--- src/common/epec_pkg.sv ---
// epec_pkg: register map, field layout and shared arithmetic of the error counter bank
package epec_pkg;

    // ==========================================================
    // register indices (byte address is four times the index)
    // ==========================================================
    localparam logic [15:0] IDX_TRANSMIT_SLIP_COUNT       = 16'h090f; // slip tally
    localparam logic [15:0] IDX_ZERO_VIOLATION_COUNT_HIGH = 16'h0910; // tally bits 15..8
    localparam logic [15:0] IDX_ZERO_VIOLATION_COUNT_LOW  = 16'h0911; // tally bits 7..0
    localparam logic [15:0] IDX_LINK2_CHECK_ERROR_COUNT   = 16'h091c; // link 2 check errors
    localparam logic [15:0] IDX_LINK3_CHECK_ERROR_COUNT   = 16'h092c; // link 3 check errors
    localparam logic [15:0] IDX_EVENT_STATUS              = 16'h0930; // sticky events
    localparam logic [15:0] IDX_EVENT_MASK                = 16'h0931; // interrupt mask

    // ==========================================================
    // widths and reset values
    // ==========================================================
    localparam int          ADDR_W      = 16;             // apb address width
    localparam int          DATA_W      = 32;             // apb data width
    localparam int          BYTE_W      = 8;              // register payload width
    localparam int          WIDE_W      = 16;             // split counter width
    localparam int          IDX_LSB     = 2;              // word index starts here
    localparam int          EVT_W       = 4;              // number of event sources
    localparam logic [7:0]  COUNT_RESET = 8'h00;          // counter reset value
    localparam logic [3:0]  EVT_RESET   = 4'h0;           // status and mask reset value

    // ==========================================================
    // event bit positions in status and mask
    // ==========================================================
    localparam int EVT_SLIP   = 0;                        // transmit slip seen
    localparam int EVT_ZERO   = 1;                        // zero violation seen
    localparam int EVT_LINK2  = 2;                        // link 2 check error seen
    localparam int EVT_LINK3  = 3;                        // link 3 check error seen

    // ==========================================================
    // saturating increment shared by all counters
    // ==========================================================
    function automatic logic [15:0] epec_sat_inc(input logic [15:0] value,
                                                 input logic [15:0] top);
        if (value == top)
            return value;                                 // hold at all ones
        return value + 16'h0001;
    endfunction : epec_sat_inc

endpackage : epec_pkg

--- src/verilog/epec_counter_bank.sv ---
// epec_counter_bank: apb register bank of e1 performance-monitor error counters
//
// What this block does
// RL1 - eight-bit tally of transmit frame slips
// RL2 - one repeated or dropped frame counts once
// RL3 - reading slip tally returns it, then zeroes
// RL4 - sixteen-bit tally of excessive zero violations
// RL5 - high register bits 15..8, low 7..0
// RL6 - reading zero violation bytes restarts its tally
// RL7 - software reads high first; low matches it
// RL8 - only high-then-low read pair clears tally
// RL9 - eight-bit clear-on-read link 2 check errors
// RL10 - eight-bit clear-on-read link 3 check errors
// RL11 - event during clearing read counts as first
// RL12 - tallies hold at all ones, never wrap
//
// The APB slave port was left to the implementer.
`timescale 1ns/1ps
module epec_counter_bank (
    input  wire logic         pclk,                       // bus clock, 200 MHz
    input  wire logic         presetn,                    // async reset, low active
    input  wire logic         psel,                       // apb select
    input  wire logic         penable,                    // apb access phase
    input  wire logic         pwrite,                     // apb direction, high write
    input  wire logic [15:0]  paddr,                      // apb byte address
    input  wire logic [31:0]  pwdata,                     // apb write data
    input  wire logic [3:0]   pstrb,                      // apb byte strobes
    output logic              pready,                     // apb transfer done
    output logic [31:0]       prdata,                     // apb read data
    output logic              pslverr,                    // apb error, unmapped address
    input  wire logic         slip_event,                 // slip buffer repeated or dropped frame
    input  wire logic         zero_violation_event,       // receive framer zero violation
    input  wire logic         link2_check_error_event,    // link 2 controller check error
    input  wire logic         link3_check_error_event,    // link 3 controller check error
    output logic              irq                         // level interrupt, high active
);

    // ==========================================================
    // bank state
    // ==========================================================
    typedef struct packed {
        logic        pready;                              // answer flag
        logic        pslverr;                             // error flag
        logic [31:0] prdata;                              // read data
        logic [3:0]  status;                              // sticky event bits
        logic [3:0]  mask;                                // interrupt enables
        logic        irq;                                 // interrupt level
    } epec_bank_state_t;

    epec_bank_state_t state_ff;                           // registered state
    epec_bank_state_t nxt_state;                          // next state

    // ==========================================================
    // decode helpers
    // ==========================================================
    // word hit: compare address word against a register index
    function automatic logic epec_hit(input logic [15:0] addr,
                                      input logic [15:0] idx);
        return addr[epec_pkg::ADDR_W-1:epec_pkg::IDX_LSB]
               == idx[epec_pkg::ADDR_W-epec_pkg::IDX_LSB-1:0];
    endfunction : epec_hit

    // place a byte in the low lane of a data word
    function automatic logic [31:0] epec_word(input logic [7:0] value);
        return {24'h00_0000, value};
    endfunction : epec_word

    // ==========================================================
    // apb request decode
    // ==========================================================
    logic        take;                                    // access phase, answer not yet given
    logic        take_rd;                                 // read taken this edge
    logic        take_wr;                                 // write taken this edge
    logic        hit_slip;                                // slip tally selected
    logic        hit_high;                                // zero violation high byte selected
    logic        hit_low;                                 // zero violation low byte selected
    logic        hit_link2;                               // link 2 tally selected
    logic        hit_link3;                               // link 3 tally selected
    logic        hit_status;                              // event status selected
    logic        hit_mask;                                // event mask selected
    logic        hit_any;                                 // some register selected

    // a request is taken once, in the first access cycle
    assign take    = psel && penable && !state_ff.pready;
    assign take_rd = take && !pwrite;
    assign take_wr = take && pwrite;

    assign hit_slip   = epec_hit(paddr, epec_pkg::IDX_TRANSMIT_SLIP_COUNT);
    assign hit_high   = epec_hit(paddr, epec_pkg::IDX_ZERO_VIOLATION_COUNT_HIGH);
    assign hit_low    = epec_hit(paddr, epec_pkg::IDX_ZERO_VIOLATION_COUNT_LOW);
    assign hit_link2  = epec_hit(paddr, epec_pkg::IDX_LINK2_CHECK_ERROR_COUNT);
    assign hit_link3  = epec_hit(paddr, epec_pkg::IDX_LINK3_CHECK_ERROR_COUNT);
    assign hit_status = epec_hit(paddr, epec_pkg::IDX_EVENT_STATUS);
    assign hit_mask   = epec_hit(paddr, epec_pkg::IDX_EVENT_MASK);
    assign hit_any    = hit_slip || hit_high || hit_low || hit_link2
                        || hit_link3 || hit_status || hit_mask;

    // ==========================================================
    // counters
    // ==========================================================
    logic [7:0]  tx_frame_slip_tally;                     // slip tally value
    logic [7:0]  link2_check_error_tally;                 // link 2 tally value
    logic [7:0]  link3_check_error_tally;                 // link 3 tally value
    logic [15:0] zero_violation_tally;                    // live zero violation tally
    logic [15:0] zero_violation_snap;                     // tally frozen at high read
    logic        zero_violation_armed;                    // high byte read, low due

    // slip tally: each slip pulse is one whole frame repeated or dropped
    epec_sat_counter #(
        .W        (epec_pkg::BYTE_W)
    ) u_slip (
        .pclk     (pclk),
        .presetn  (presetn),
        .event_in (slip_event),                           // [RL1] [RL2]
        .clear_in (take_rd && hit_slip),                  // [RL3]
        .count    (tx_frame_slip_tally)
    );

    // zero violation tally, read as an ordered byte pair
    epec_split_counter #(
        .W        (epec_pkg::WIDE_W)
    ) u_zero (
        .pclk     (pclk),
        .presetn  (presetn),
        .event_in (zero_violation_event),                 // [RL4]
        .upper_rd (take_rd && hit_high),                  // [RL8]
        .lower_rd (take_rd && hit_low),                   // [RL6] [RL8]
        .count    (zero_violation_tally),
        .snap     (zero_violation_snap),
        .armed    (zero_violation_armed)
    );

    // link 2 check error tally
    epec_sat_counter #(
        .W        (epec_pkg::BYTE_W)
    ) u_link2 (
        .pclk     (pclk),
        .presetn  (presetn),
        .event_in (link2_check_error_event),              // [RL9]
        .clear_in (take_rd && hit_link2),                 // [RL9]
        .count    (link2_check_error_tally)
    );

    // link 3 check error tally
    epec_sat_counter #(
        .W        (epec_pkg::BYTE_W)
    ) u_link3 (
        .pclk     (pclk),
        .presetn  (presetn),
        .event_in (link3_check_error_event),              // [RL10]
        .clear_in (take_rd && hit_link3),                 // [RL10]
        .count    (link3_check_error_tally)
    );

    // ==========================================================
    // read data select
    // ==========================================================
    logic [7:0]  low_byte;                                // lower byte shown to software
    logic [31:0] rd_word;                                 // word for the current address
    logic [3:0]  evt_now;                                 // events this cycle

    // lower byte matches the high byte already read while a pair is open
    assign low_byte = zero_violation_armed ? zero_violation_snap[7:0]      // [RL7]
                                           : zero_violation_tally[7:0];

    assign evt_now = {link3_check_error_event, link2_check_error_event,
                      zero_violation_event, slip_event};

    // word returned for each mapped address
    always_comb
    begin
        rd_word = 32'h0000_0000;
        if (hit_slip)
            rd_word = epec_word(tx_frame_slip_tally);
        else if (hit_high)
            rd_word = epec_word(zero_violation_tally[15:8]);        // [RL5]
        else if (hit_low)
            rd_word = epec_word(low_byte);                          // [RL5]
        else if (hit_link2)
            rd_word = epec_word(link2_check_error_tally);
        else if (hit_link3)
            rd_word = epec_word(link3_check_error_tally);
        else if (hit_status)
            rd_word = {28'h000_0000, state_ff.status};
        else if (hit_mask)
            rd_word = {28'h000_0000, state_ff.mask};
    end

    // ==========================================================
    // next state: bus answer, status, mask, interrupt
    // ==========================================================
    always_comb
    begin
        nxt_state         = state_ff;
        nxt_state.pready  = 1'b0;
        nxt_state.pslverr = 1'b0;
        // answer one cycle after the request is taken
        if (take)
        begin
            nxt_state.pready  = 1'b1;
            nxt_state.pslverr = !hit_any;
            nxt_state.prdata  = (take_rd && hit_any) ? rd_word : 32'h0000_0000;
        end
        // status read clears, but a new event in the same cycle wins
        if (take_rd && hit_status)
            nxt_state.status = evt_now;
        else
            nxt_state.status = state_ff.status | evt_now;
        // mask is the only writable register, low byte lane
        if (take_wr && hit_mask && pstrb[0])
            nxt_state.mask = pwdata[epec_pkg::EVT_W-1:0];
        // interrupt follows the registered status and mask
        nxt_state.irq = |(nxt_state.status & nxt_state.mask);
    end

    // ==========================================================
    // register
    // ==========================================================
    always_ff @(posedge pclk or negedge presetn)
    begin
        if (!presetn)
        begin
            state_ff         <= '0;
            state_ff.status  <= epec_pkg::EVT_RESET;
            state_ff.mask    <= epec_pkg::EVT_RESET;
        end
        else
        begin
            state_ff <= nxt_state;
        end
    end

    // ==========================================================
    // outputs, all from flops
    // ==========================================================
    assign pready  = state_ff.pready;
    assign pslverr = state_ff.pslverr;
    assign prdata  = state_ff.prdata;
    assign irq     = state_ff.irq;

endmodule : epec_counter_bank

--- src/verilog/epec_sat_counter.sv ---
// epec_sat_counter: saturating counter cleared by a single read
`timescale 1ns/1ps
module epec_sat_counter #(
    parameter int W = 8                                   // counter width
) (
    input  wire logic         pclk,                       // bus clock
    input  wire logic         presetn,                    // async reset, low active
    input  wire logic         event_in,                   // one-cycle event pulse
    input  wire logic         clear_in,                   // clearing read this cycle
    output logic [W-1:0]      count                       // current tally
);

    // ==========================================================
    // state
    // ==========================================================
    typedef struct packed {
        logic [W-1:0] count;                              // running tally
    } epec_cnt_state_t;

    epec_cnt_state_t state_ff;                            // registered state
    epec_cnt_state_t nxt_state;                           // next state

    localparam logic [15:0] TOP = 16'((1 << W) - 1);      // all ones at width W

    // next value: clear restarts, event still counted
    always_comb
    begin
        nxt_state = state_ff;
        if (clear_in)
            nxt_state.count = event_in ? W'(1) : '0;     // [RL3] [RL11]
        else if (event_in)
            nxt_state.count = W'(epec_pkg::epec_sat_inc(16'(state_ff.count), TOP)); // [RL12]
    end

    // register
    always_ff @(posedge pclk or negedge presetn)
    begin
        if (!presetn)
            state_ff <= '0;
        else
            state_ff <= nxt_state;
    end

    assign count = state_ff.count;

endmodule : epec_sat_counter

--- src/verilog/epec_split_counter.sv ---
// epec_split_counter: wide counter read as upper then lower byte
`timescale 1ns/1ps
module epec_split_counter #(
    parameter int W = 16                                  // counter width
) (
    input  wire logic         pclk,                       // bus clock
    input  wire logic         presetn,                    // async reset, low active
    input  wire logic         event_in,                   // one-cycle event pulse
    input  wire logic         upper_rd,                   // upper byte read taken
    input  wire logic         lower_rd,                   // lower byte read taken
    output logic [W-1:0]      count,                      // live tally
    output logic [W-1:0]      snap,                       // value frozen at upper read
    output logic              armed                       // upper read seen, lower due
);

    // ==========================================================
    // state
    // ==========================================================
    typedef struct packed {
        logic [W-1:0] count;                              // live tally
        logic [W-1:0] snap;                               // snapshot for the lower read
        logic         armed;                              // pair in progress
    } epec_split_state_t;

    epec_split_state_t state_ff;                          // registered state
    epec_split_state_t nxt_state;                         // next state

    localparam logic [15:0] TOP = 16'((1 << W) - 1);      // all ones at width W

    // snapshot on upper read, subtract it on the matching lower read
    always_comb
    begin
        logic [W-1:0] base;
        base      = state_ff.count;
        nxt_state = state_ff;
        if (lower_rd && state_ff.armed)
        begin
            base            = state_ff.count - state_ff.snap; // [RL6] [RL8] keeps later events
            nxt_state.armed = 1'b0;
        end
        if (upper_rd)
        begin
            nxt_state.snap  = state_ff.count;             // [RL7] freeze lower byte
            nxt_state.armed = 1'b1;
        end
        if (event_in)
            nxt_state.count = W'(epec_pkg::epec_sat_inc(16'(base), TOP)); // [RL4] [RL11] [RL12]
        else
            nxt_state.count = base;
    end

    // register
    always_ff @(posedge pclk or negedge presetn)
    begin
        if (!presetn)
            state_ff <= '0;
        else
            state_ff <= nxt_state;
    end

    assign count = state_ff.count;
    assign snap  = state_ff.snap;
    assign armed = state_ff.armed;

endmodule : epec_split_counter

--- config.mk ---
export PLATFORM = sky130hd
export DESIGN_NAME = epec_counter_bank
export DESIGN_NICKNAME = d
export VERILOG_FILES = /design/src/common/epec_pkg.sv /design/src/verilog/epec_counter_bank.sv /design/src/verilog/epec_sat_counter.sv /design/src/verilog/epec_split_counter.sv
export SDC_FILE = /design/constraint.sdc
export NUM_CORES = 1
export LEC_CHECK = 0
export BUFFER_PORTS_ARGS = -buffer_cell sky130_fd_sc_hd__buf_2
export CORE_ASPECT_RATIO = 2
export CORE_MARGIN = 2
export CORE_UTILIZATION = 45
export CTS_BUF_LIST = sky130_fd_sc_hd__clkbuf_4 sky130_fd_sc_hd__clkbuf_8
export DETAILED_ROUTE_END_ITERATION = 8
export GPL_TIMING_DRIVEN = 0
export PLACE_DENSITY = 0.7
export SYNTH_ARGS = -nofsm -noshare
export SYNTH_HDL_FRONTEND = slang
export SYNTH_SLANG_ARGS = --single-unit
--- constraint.sdc ---
create_clock -name pclk -period 6.7 [get_ports pclk]
set_input_delay 0.335 -clock pclk [delete_from_list [all_inputs] [get_ports pclk]]
set_output_delay 0.335 -clock pclk [all_outputs]
set_load 0.01 [all_outputs]
* Word level (Yosys, flattened, before mapping)
Index checks and enable logic that the tools add are counted.
** Storage, ports and cells
- Bits in registers :: 100
- Input bits :: 61
- Output and inout bits :: 35
** Operators by class
- Add/subtract/negate cells :: 5
- Equal/unequal tests :: 14
- Muxes and demuxes :: 41
- Bitwise logic cells :: 2
- Reductions and logical operators :: 31
** Operators with widths (number)
- $mux 8 :: 15
- $eq 14x12->1 const B :: 7
- $mux 16 :: 4
- $mux 34 :: 1
- $mux 32 :: 1
- $add 8x1->8 const B :: 3
- $eq 8x8->1 const B :: 3
- $add 16x1->16 const B :: 1
- $eq 16x16->1 const B :: 1
- $mux 1 :: 16
- $mux 4 :: 4
- $sub 16x16->16 :: 1
- $logic_and 1x1->1 :: 14
- $ne 3x2->1 const B :: 3
- $reduce_bool 2->1 :: 4
- $logic_or 1x1->1 :: 6
- $reduce_and 2->1 :: 3
- $and 4x4->4 :: 1
- $or 4x4->4 :: 1
- $reduce_or 4->1 :: 1
- $logic_not 1->1 :: 3

* Depth between registers and ports, before layout
Gate-level depths: netlist (run 1).
- Depth after elaboration :: 11
- Depth in mapped cells :: 16
- Depth with buffers taken out :: 15

* Hierarchy
From an unflattened synthesis (run 1), not the netlist that was laid out.
** Second synthesis, totals
- Cells, all modules :: 737
- Area total of the unflattened synthesis :: 6233.5 sq um
** Modules (own cells, without submodules)
- epec_split_counter :: instances 1, cells an instance 321, area each 2670.1 sq um, sequential area each 825.8 sq um
- epec_counter_bank :: instances 1, cells an instance 263, area each 2088.3 sq um, sequential area each 475.5 sq um
- epec_sat_counter :: instances 3, cells an instance 51, area each 491.7 sq um, sequential area each 200.2 sq um

* Least setup slack after synthesis (run 1)
OpenSTA, ideal clock, no wires.
- Path type :: reg2reg
- From :: register u_zero.state_ff, in the netlist u_zero.count[0]
- To :: register u_zero.state_ff, in the netlist u_zero.count[1]
- Setup time :: 125 ps
- Arrival :: 3103 ps
- Data required time :: 6575 ps
- Slack :: 3473 ps
- Stages on the path, launching flop included :: 14
- Cell sequence :: dfrtp_1 -> inv_1 -> ha_1 -> inv_1 -> fa_1 -> a21oi_1 -> o211ai_1 -> and2_1 -> a2111oi_2 -> a21oi_1 -> nand2b_1 -> or3b_4 -> o21ai_1 -> mux2_2
** RTL lines
- from (decl) :: line epec_split_counter.sv:25 : epec_split_state_t state_ff;
- from (signal assigned) :: line epec_split_counter.sv:58 : state_ff <= nxt_state;

==> flow_summary.yaml, run 1 <==
status:
  status: "completed"
final_layout:
  drive_gt1_share_pct: 19.3
  nets: 743
  antennaDiodeCount: 0
  fin_area_um2: 6060
  syn_to_final_growth_pct: 13.8
timing:
  skew_ns: 0.0108
  setup_tns_ns: 0
  relSlewSlack_pct: 45.7
  hold_viol_final: 0
  period_needed_ns: 3.80
  period_share_pct: 56.7
  worst_pin_slew_ns: 0.808
  setup_viol: 0
  rsz0062_at_grt: "no"
  finalMaxSlewViolations: 0
  clock.fmax_mhz: 263
yosys:
  postSynth.asyncResetShare_pct: 100
  syn_inst: 587
  ys.flop_type: "dfrtp_1"
  ys_seq_elements: 76
  avgSynthCellArea_um2: 9.07
  ys_warn_count: 0
  synth_most_common_cell: "dfrtp_1"
  yosysTopAreaCell: "dfrtp_1"
  yosysSeqAreaShare_pct: 35.7
  synth_edf_count: 0
  synth_area_leaders: "dfrtp_1 36%, buf_4 4.5%, ha_1 4.5%"
  synthDistinctLibCells: 65
  synth_top_area_share_pct: 35.7
  synth_common_cells: "76 x dfrtp_1, 53 x nor2_1, 52 x nand2_1, 32 x buf_4, 32 x nand3_1"
  netlist_area_um2: 5320
critical_path:
  slowest_delay_ns: 0.47
  slowest_stage: "or3b_4"
  crit_type: "reg2reg"
  cp.arrival_ns: 4.04
  crit_chain: "inv_1 -> ha_1 -> inv_1 -> fa_1 -> a21oi_1 -> o211ai_1 -> and2_1 -> a2111oi_2 -> a21oi_1 -> nand2b_1 -> or3b_4 -> o21ai_1 -> mux2_2"
  start_kind: "flip-flop"
  critPathCaptureType: "flip-flop"
  critPathMaxFanout: 5
  crit_required_ns: 6.94
clock_tree:
  path_clk_slew_ns: 0.08
  h-tree-depth: 3
  clock_insertion_delay_worst_skew_ns: 0.35
  post-cts-setup-buffers: 0
  cts-buffers-inserted: 9
  cts_resized: 0
  cts_root_buf: "clkbuf_8"
  clock_sink_count: 76
  cts_tree: "built"
  ctsLongestPathBuffers: 2
route:
  antenna_left: 0
  routed_wl_mm: 14.6
  viasPerCell: 5.75
  num_vias: 4665
  drc: 0
  dr.pass1.iters: 7
  first_iter_violations: 237
  wl_per_cell_um: 17.9
floorplan:
  rows: 56
  die_y_um: 158
  boundaryPins: 96
  core_um2: 11600
  dieArea_um2: 12800
  die_w_um: 80.9
  initial_core_util_pct: 45.8
placement:
  post_dp_cell_area_um2: 5820
  portBuffers: 38
  dp_hpwl_mm: 11.8
  place.gp.congestion: 0.925
pwr:
  power_switching_uw: 660
  p_leak_nw: 2.73
  max-vdd-ir-drop_mv: 0.154
  switching_share_pct: 39.3
  sequentialPowerShare_pct: 39.0
  power_frac_comb_pct: 37.7
  powerDensity_nw_per_um2: 278
  power_frac_clock_pct: 23.3
  p_int_mw: 1.02
global_routing:
  grt_pass1_vias: 4616
  grt.total_usage_pct: 23.6
  grt_max_degree: 59
  overflow: 0
  antenna_found_initial: 0
  grt_pass1_wl_mm: 22.7
run:
  max_cap_violations: 0
hold_path:
  hp-class: "in2reg"
[critical path, delay by kind of cell, from the launching register on]
kind | cells | cell delay (ns)
flip-flops | 1 | 0.41
buffers and inverters | 2 | 0.14
AO/OA/AOI/OAI | 5 | 1.26
AND/OR/NAND/NOR | 3 | 0.93
multiplexers | 1 | 0.37
adder cells (fa/ha/maj) | 2 | 0.58
[registers in the layout, indices dropped and copies added, names as in the netlist]
name and flops:
u_slip.count 8, pready 1, u_link3.count 8, u_zero.armed 1
irq 1, prdata 8, u_zero.count 16, u_zero.snap 16
pslverr 1, state_ff 8, u_link2.count 8
[per-stage QoR]
step / total power [mW] / hold WS, ns / setup slack [ns] / utilization [%] / std cells
2_1_floorplan: 1.10 / 0.0394 / 3.47 / - / 610
3_3_place_gp: 1.26 / 0.468 / 3.00 / 49.7 / 793
3_5_place_dp: 1.29 / 0.237 / 2.93 / 50.1 / 795
4_1_cts: 1.68 / 0.221 / 2.90 / 52.1 / 812
5_1_grt: 1.79 / 0.224 / 2.66 / 52.1 / 812
6_report: 1.68 / 0.228 / 2.90 / 52.1 / 812
[cells in the final DEF (no fill, tap or decap), types with 4 or more instances in the layout]
cell       instances
a21oi_1           27
inv_1             24
clkbuf_1          16
nor3_1             5
xnor2_1           20
and2_1             9
o21ai_0           30
nor4_1             6
mux2i_1           19
o211ai_1           4
buf_2             41
o21ai_1            7
buf_4             33
nand4_1           12
a22o_1            14
a21o_1             5
xor2_1            18
dfrtp_1           76
ha_1              19
nor2_1            53
a221o_1            4
nor2b_1            4
or3_1              4
clkbuf_8          10
nand3_1           32
nand2_1           52
mux2_2            21
conb_1            24
nand4b_1           4
a221oi_1           8
o2111ai_1          4
[power by group through the flow]
stage | Sequential, mW | Clock [mW] | Combinational [mW]
3_3_place_gp | 0.653 | 0 | 0.604
6_report | 0.655 | 0.392 | 0.634
3_5_place_dp | 0.659 | 0 | 0.630
4_1_cts | 0.650 | 0.398 | 0.632
5_1_grt | 0.666 | 0.415 | 0.704
2_1_floorplan | 0.614 | 0 | 0.486
[path summary, 6_finish.rpt]
| check | endpoint | from | depth (start not counted) | slack, ns |
|---|---|---|---|---|
| min | state_ff[1] | pwdata[0] | 2 | 0.23 |
| max reg2reg | u_zero.count[1] | u_zero.count[0] | 13 | 2.90 |
| min reg2reg | u_zero.snap[14] | u_zero.snap[14] | 2 | 0.49 |
| max | u_zero.count[1] | u_zero.count[0] | 13 | 2.90 |
| max in group asynchronous | u_zero.snap[1] | presetn | 3 | 5.69 |
| min in group asynchronous | u_link2.count[2] | presetn | 2 | 0.42 |
[kinds of logic after synthesis]
group	share of synthesized area [%]
compound gates	15.6
simple gates	21.2
fa+ha+maj	4.84
flops	35.7
mux	8.01
other cells	0.0704
buf+inv	7.99
xor+xnor	6.56
[layout make-up]
class	count	area [µm²]
fill	1102	5570
multi-input combinational	456	3080
sequential	76	1900
buffer	54	335
timing repair buffer	41	240
tap	145	181
clock buffer	12	153
inverter	24	90.1
clock inverter	4	72.6
[what timing repair did]
action,in CTS,in global routing
setup endpoints to repair,0,0
hold endpoints to repair,18,0
hold buffers,1,0
[layer usage]
layer / share of wire (%) / wire length (µm) / vias to the layer above / GRT usage (%)
li1: - / - / 2208 / -
met2: 56 / 8090 / 160 / 44.6
met1: 33 / 4750 / 2239 / 20.8
met4: 8.0 / 1160 / 0 / 19.6
met3: 3.8 / 559 / 58 / 3.36
met5: 0 / 0 / - / 0
Power figures use the tool's default switching activity.
==> run 2: changes to the inputs <==
==> constraint.sdc (replaced) <==
create_clock -name pclk -period 3.58 [get_ports pclk]
set_input_delay 0.179 -clock pclk [delete_from_list [all_inputs] [get_ports pclk]]
set_output_delay 0.179 -clock pclk [all_outputs]
set_load 0.01 [all_outputs]
==> flow_summary.yaml, run 2 (same netlist as run 1, synthesis figures left out) <==
placement:
  place.gp.congestion: 0.925
  post_dp_cell_area_um2: 5820
  dp_hpwl_mm: 11.8
  portBuffers: 38
  place_inst: 795
global_routing:
  overflow: 0
  grt_pass1_vias: 4622
  grt.total_usage_pct: 23.7
  antenna_found_initial: 0
  grt_pass1_wl_mm: 22.9
  grt_max_degree: 59
timing:
  whs_ns: 0.0714
  setup_viol: 0
  period_share_pct: 94.6
  worst_pin_slew_ns: 0.815
  relSlewSlack_pct: 45.2
  rsz0062_at_grt: "no"
  period_needed_ns: 3.39
  hold_viol_final: 0
  clock.fmax_mhz: 295
  skew_ns: 0.0119
  finalMaxSlewViolations: 0
route:
  dr.pass1.iters: 5
  drc: 0
  antenna_left: 0
  first_iter_violations: 306
  met2_length_mm: 8.23
  viasPerCell: 5.79
  route.met3.wl_um: 549
  wl_per_cell_um: 18.1
  drt-met1-wl_mm: 4.68
  dr.max_layer_used: "met4"
  routed_wl_mm: 14.7
  num_vias: 4695
floorplan:
  initial_core_util_pct: 45.8
  core_um2: 11600
  boundaryPins: 96
  rows: 56
  dieArea_um2: 12800
  die_w_um: 80.9
  die_y_um: 158
status:
  status: "completed"
final_layout:
  drive_gt1_share_pct: 23.7
  nets: 742
  antennaDiodeCount: 0
  syn_to_final_growth_pct: 16.0
  fin_area_um2: 6180
  final_common_cell: "dfrtp_1"
  layout_common_cells: "75 x dfrtp_1, 52 x nor2_1, 51 x nand2_1, 42 x buf_2, 37 x buf_4"
  layoutNonFillerInstCount: 811
  fill_cells: 1091
critical_path:
  r2r-end: "u_zero.count[6]"
  crit_chain: "ha_1 -> a21oi_1 -> o21ai_1 -> or4b_2 -> mux2i_1 -> o21ai_1 -> nand2b_4 -> or3b_4 -> nor2_4 -> buf_4 -> nor4_1 -> xnor2_1 -> mux2i_1"
  cp.arrival_ns: 3.60
  crit_type: "reg2reg"
  r2r-start: "u_zero.count[8]"
  r2r_slack_ns: 0.19
  slowest_delay_ns: 0.64
  start_kind: "flip-flop"
  critPathTopFamily: "simple AND/OR/NAND/NOR gates"
  crit_required_ns: 3.79
  critPathMaxFanout: 7
  cp.depth: 13
  critical_path_buf_inv_count: 1
  critPathCaptureType: "flip-flop"
  rr_worst_depth: 13
  slowest_stage: "or4b_2"
hold_path:
  hold_end: "state_ff[1]"
  hold_depth: 2
  min_from: "pwdata[0]"
  hp-class: "in2reg"
run:
  max_cap_violations: 0
pwr:
  powerDensity_nw_per_um2: 526
  max-vdd-ir-drop_mv: 0.290
  p_leak_nw: 2.78
  totalPowerFinal_mw: 3.25
clock_tree:
  clock_sink_count: 76
  clock_insertion_delay_worst_skew_ns: 0.36
  ctsLongestPathBuffers: 2
  h-tree-depth: 3
  cts_root_buf: "clkbuf_8"
  path_clk_slew_ns: 0.08
  cts_tree: "built"
  cts-buffers-inserted: 9
-- run 2: cell types whose count changed in the layout (fill, tap and decap cells not counted), sizes merged --
cell	before	now
buf	77	82
clkbuf	28	22
-- run 2: metal layers --
layer,track usage [%],up-vias
li1,-,2207
met1,20.8,2277
met5,0,-
met4,18.6,0
met3,3.48,66
met2,45.5,145
-- run 2: area by class of cell --
type / count / area (µm²) / share of cell area [%]
multi-input combinational: 456 / 3190 / 51.6
tap: 145 / 181 / 2.94
inverter: 24 / 90.1 / 1.46
clock buffer: 12 / 153 / 2.47
buffer: 48 / 314 / 5.08
timing repair buffer: 46 / 275 / 4.46
clock inverter: 4 / 72.6 / 1.17
sequential: 76 / 1900 / 30.8
-- run 2: per-stage QoR --
stage	utilization, %	setup slack [ns]	setup TNS [ns]
2_1_floorplan	-	0.353	0
3_3_place_gp	49.7	-0.122	-0.359
3_5_place_dp	50.1	-0.193	-0.954
4_1_cts	52.3	0.00221	0
5_1_grt	53.1	0.00818	0
6_report	53.1	0.193	0
-- run 2: worst max path at each step --
| stage | startpoint | endpoint | slack [ns] |
|---|---|---|---|
| 3_5_place_dp | u_zero.count[0] | u_zero.count[1] | -0.19 |
| 2_1_floorplan | u_zero.count[0] | u_zero.count[1] | 0.35 |
| 6_report | u_zero.count[8] | u_zero.count[6] | 0.19 |
| 4_1_cts | u_zero.count[0] | u_zero.count[4] | 0.002 |
| 3_3_place_gp | u_zero.count[0] | u_zero.count[1] | -0.12 |
| 5_1_grt | u_zero.count[8] | u_zero.count[6] | 0.008 |
-- run 2: what timing repair did --
action,CTS,global route
pin swaps,3,5
gates resized for setup,4,29
hold buffers,1,0
setup endpoints to repair,10,12
buffers inserted,3,1
hold endpoints to repair,18,0
cloned,0,1
-- run 2: power by group --
part           switching (mW)  internal [mW]
combinational           0.736          0.555
clock                   0.311          0.426
sequential              0.230          0.994
total                    1.28           1.98
==> run 3: changes to the inputs <==
--- a/config.mk
+++ b/config.mk
@@ -12,7 +12,8 @@
 export CTS_BUF_LIST = sky130_fd_sc_hd__clkbuf_4 sky130_fd_sc_hd__clkbuf_8
 export DETAILED_ROUTE_END_ITERATION = 8
 export GPL_TIMING_DRIVEN = 0
-export PLACE_DENSITY = 0.7
+export PLACE_DENSITY = 0.78
 export SYNTH_ARGS = -nofsm -noshare
 export SYNTH_HDL_FRONTEND = slang
+export SYNTH_HIERARCHICAL = 1
 export SYNTH_SLANG_ARGS = --single-unit
==> flow_summary.yaml, run 3 <==
status:
  status: "completed"
yosys:
  synth_edf_count: 0
  synth_area_leaders: "dfrtp_1 31%, buf_4 4.3%, nand2_1 4.2%"
  synthDistinctLibCells: 84
  ys_warn_count: 6
  yosysTopAreaCell: "dfrtp_1"
  synth-compound-area-share_pct: 22.8
  netlist_area_um2: 6230
  synthXorXnorAreaFrac_pct: 1.26
  synth_common_cells: "76 x dfrtp_1, 69 x nand2_1, 39 x nor2_1, 36 x buf_4, 35 x o21ai_0"
  muxShareOfSynthArea_pct: 3.81
  ys_seq_elements: 76
  synth_top_area_share_pct: 30.5
  avgSynthCellArea_um2: 8.46
  ys.flop_type: "dfrtp_1"
  synth_top_family_by_area: "simple AND/OR/NAND/NOR gates"
  synthSimpleGateAreaFrac_pct: 28.1
  synth_most_common_cell: "dfrtp_1"
  yosysSeqAreaShare_pct: 30.5
  synth_fa_ha_area_share_pct: 4.13
  syn_inst: 737
  postSynth.asyncResetShare_pct: 100
route:
  wl_per_cell_um: 18.6
  dr.pass1.iters: 5
  drc: 0
  viasPerCell: 6.14
  num_vias: 5995
  first_iter_violations: 295
  routed_wl_mm: 18.2
  antenna_left: 0
global_routing:
  grt_pass1_wl_mm: 28.8
  grt_max_degree: 66
  grt_pass1_vias: 5951
  overflow: 0
  antenna_found_initial: 0
  grt.total_usage_pct: 24.8
critical_path:
  crit_required_ns: 3.82
  critical_path_buf_inv_count: 2
  critPathMaxFanout: 6
  critPathTopFamily: "simple AND/OR/NAND/NOR gates"
  slowest_stage: "or4b_4"
  critPathCaptureType: "flip-flop"
  start_kind: "flip-flop"
  slowest_delay_ns: 0.59
  crit_type: "reg2reg"
  critPathMostFrequentCell: "or4b_4"
  cp.arrival_ns: 3.80
  crit_chain: "inv_1 -> ha_2 -> inv_2 -> fa_2 -> a211oi_4 -> o31ai_4 -> a211o_1 -> nand3_2 -> or4b_4 -> or4b_4 -> o21ai_4 -> mux2_4"
run:
  max_cap_violations: 0
timing:
  rsz0062_at_grt: "yes"
  worst_pin_slew_ns: 0.985
  skew_ns: 0.0141
  period_needed_ns: 3.56
  clock.fmax_mhz: 281
  layout_setup_ws_ns: 0.0165
  whs_ns: 0.0385
  hold_viol_final: 0
  relSlewSlack_pct: 34.2
  setup_viol: 0
  finalMaxSlewViolations: 0
  period_share_pct: 99.5
clock_tree:
  clock_insertion_delay_worst_skew_ns: 0.36
  cts_root_buf: "clkbuf_8"
  h-tree-depth: 3
  ctsLongestPathBuffers: 2
  path_clk_slew_ns: 0.09
  cts_tree: "built"
  clock_sink_count: 76
  cts-buffers-inserted: 9
floorplan:
  boundaryPins: 96
  core_um2: 13500
  dieArea_um2: 14900
  rows: 60
  die_w_um: 87.2
  die_y_um: 170
  initial_core_util_pct: 46.1
final_layout:
  nets: 898
  layout_common_cells: "76 x dfrtp_1, 67 x nand2_1, 48 x buf_4, 42 x buf_2, 39 x nor2_1"
  fill_cells: 1241
  antennaDiodeCount: 0
  layoutNonFillerInstCount: 977
  final_common_cell: "dfrtp_1"
  fin_util_pct: 53.3
  drive_gt1_share_pct: 22.0
  syn_to_final_growth_pct: 15.6
placement:
  place_inst: 952
  portBuffers: 36
  preCtsSetupSlack_ns: -0.983
  dp_hpwl_mm: 14.3
  place.gp.congestion: 1.02
hold_path:
  hp-class: "in2reg"
pwr:
  p_leak_nw: 3.08
  totalPowerFinal_mw: 2.91
  powerDensity_nw_per_um2: 404
  max-vdd-ir-drop_mv: 0.200
## run 3: changes by cell type after synthesis, sizes merged, moves of 11 or more
cell,delta
a211oi,+24
a21oi,+12
a22o,-13
buf,+12
mux2i,-11
nand2,+17
nor2,-15
nor3,+22
xnor2,-14
xor2,-16
## run 3: path summary, 6_finish.rpt
path,from,to,slack [ns],depth (start not counted)
setup / recovery,u_zero/count[0],u_zero/count[1],0.02,12
setup reg to reg,u_zero/count[0],u_zero/count[1],0.02,12
max in group asynchronous,presetn,u_zero/count[1],2.81,3
hold reg to reg,prdata[7],prdata[7],0.50,2
min in group asynchronous,presetn,u_zero/snap[15],0.20,2
hold / removal,link3_check_error_event,state_ff[8],0.04,2
## run 3: cells by family after synthesis
group                      after synthesis
and+or+nand+nor                        308
AOI/OAI and AO/OA                      195
buffers and inverters                  107
DFF                                     76
muxes                                   21
adders and majority gates               20
xor gates and xnor gates                 9
other                                    1
## run 3: final cells by class
cell class | count | area (µm²) | share of cell area, %
multi-input cells | 577 | 3990 | 55.4
flip-flops and latches | 76 | 1900 | 26.4
plain buffers | 73 | 482 | 6.69
repair buffers | 48 | 295 | 4.10
well taps | 155 | 194 | 2.69
clock buffers | 13 | 179 | 2.48
inverters | 32 | 120 | 1.67
clock inverters | 3 | 42.5 | 0.590
## run 3: power breakdown
part / internal (mW) / switching, mW / leakage, nW
Clock: 0.397 / 0.324 / 0.112
Combinational: 0.430 / 0.516 / 2.06
Sequential: 1.01 / 0.241 / 0.905
## run 3: metrics by stage
step | cell area (µm²) | setup TNS [ns]
floorplan | 6330 | 0
CTS | 7180 | -0.0372
detailed placement | 6740 | -12.90
global placement | 6710 | -12.30
global route | 7210 | -0.0797
finish | 7210 | 0
## run 3: timing repair
action | CTS | global route
setup endpoints to repair | 16 | 14
hold buffers | 1 | 0
endpoints found under the hold margin | 76 | 0
cloned | 0 | 0
buffers inserted | 10 | 0
pin swaps | 9 | 7
resized for setup | 33 | 6
## run 3: metal layers
metal	share of wire, %	GRT usage, %	vias to the layer above	wire [µm]
li1	-	-	2838	-
met1	33	22.8	2846	5990
met2	54	45.6	219	9790
met3	4.0	4.03	92	727
met4	9.3	20.6	0	1700
met5	0	0	-	0
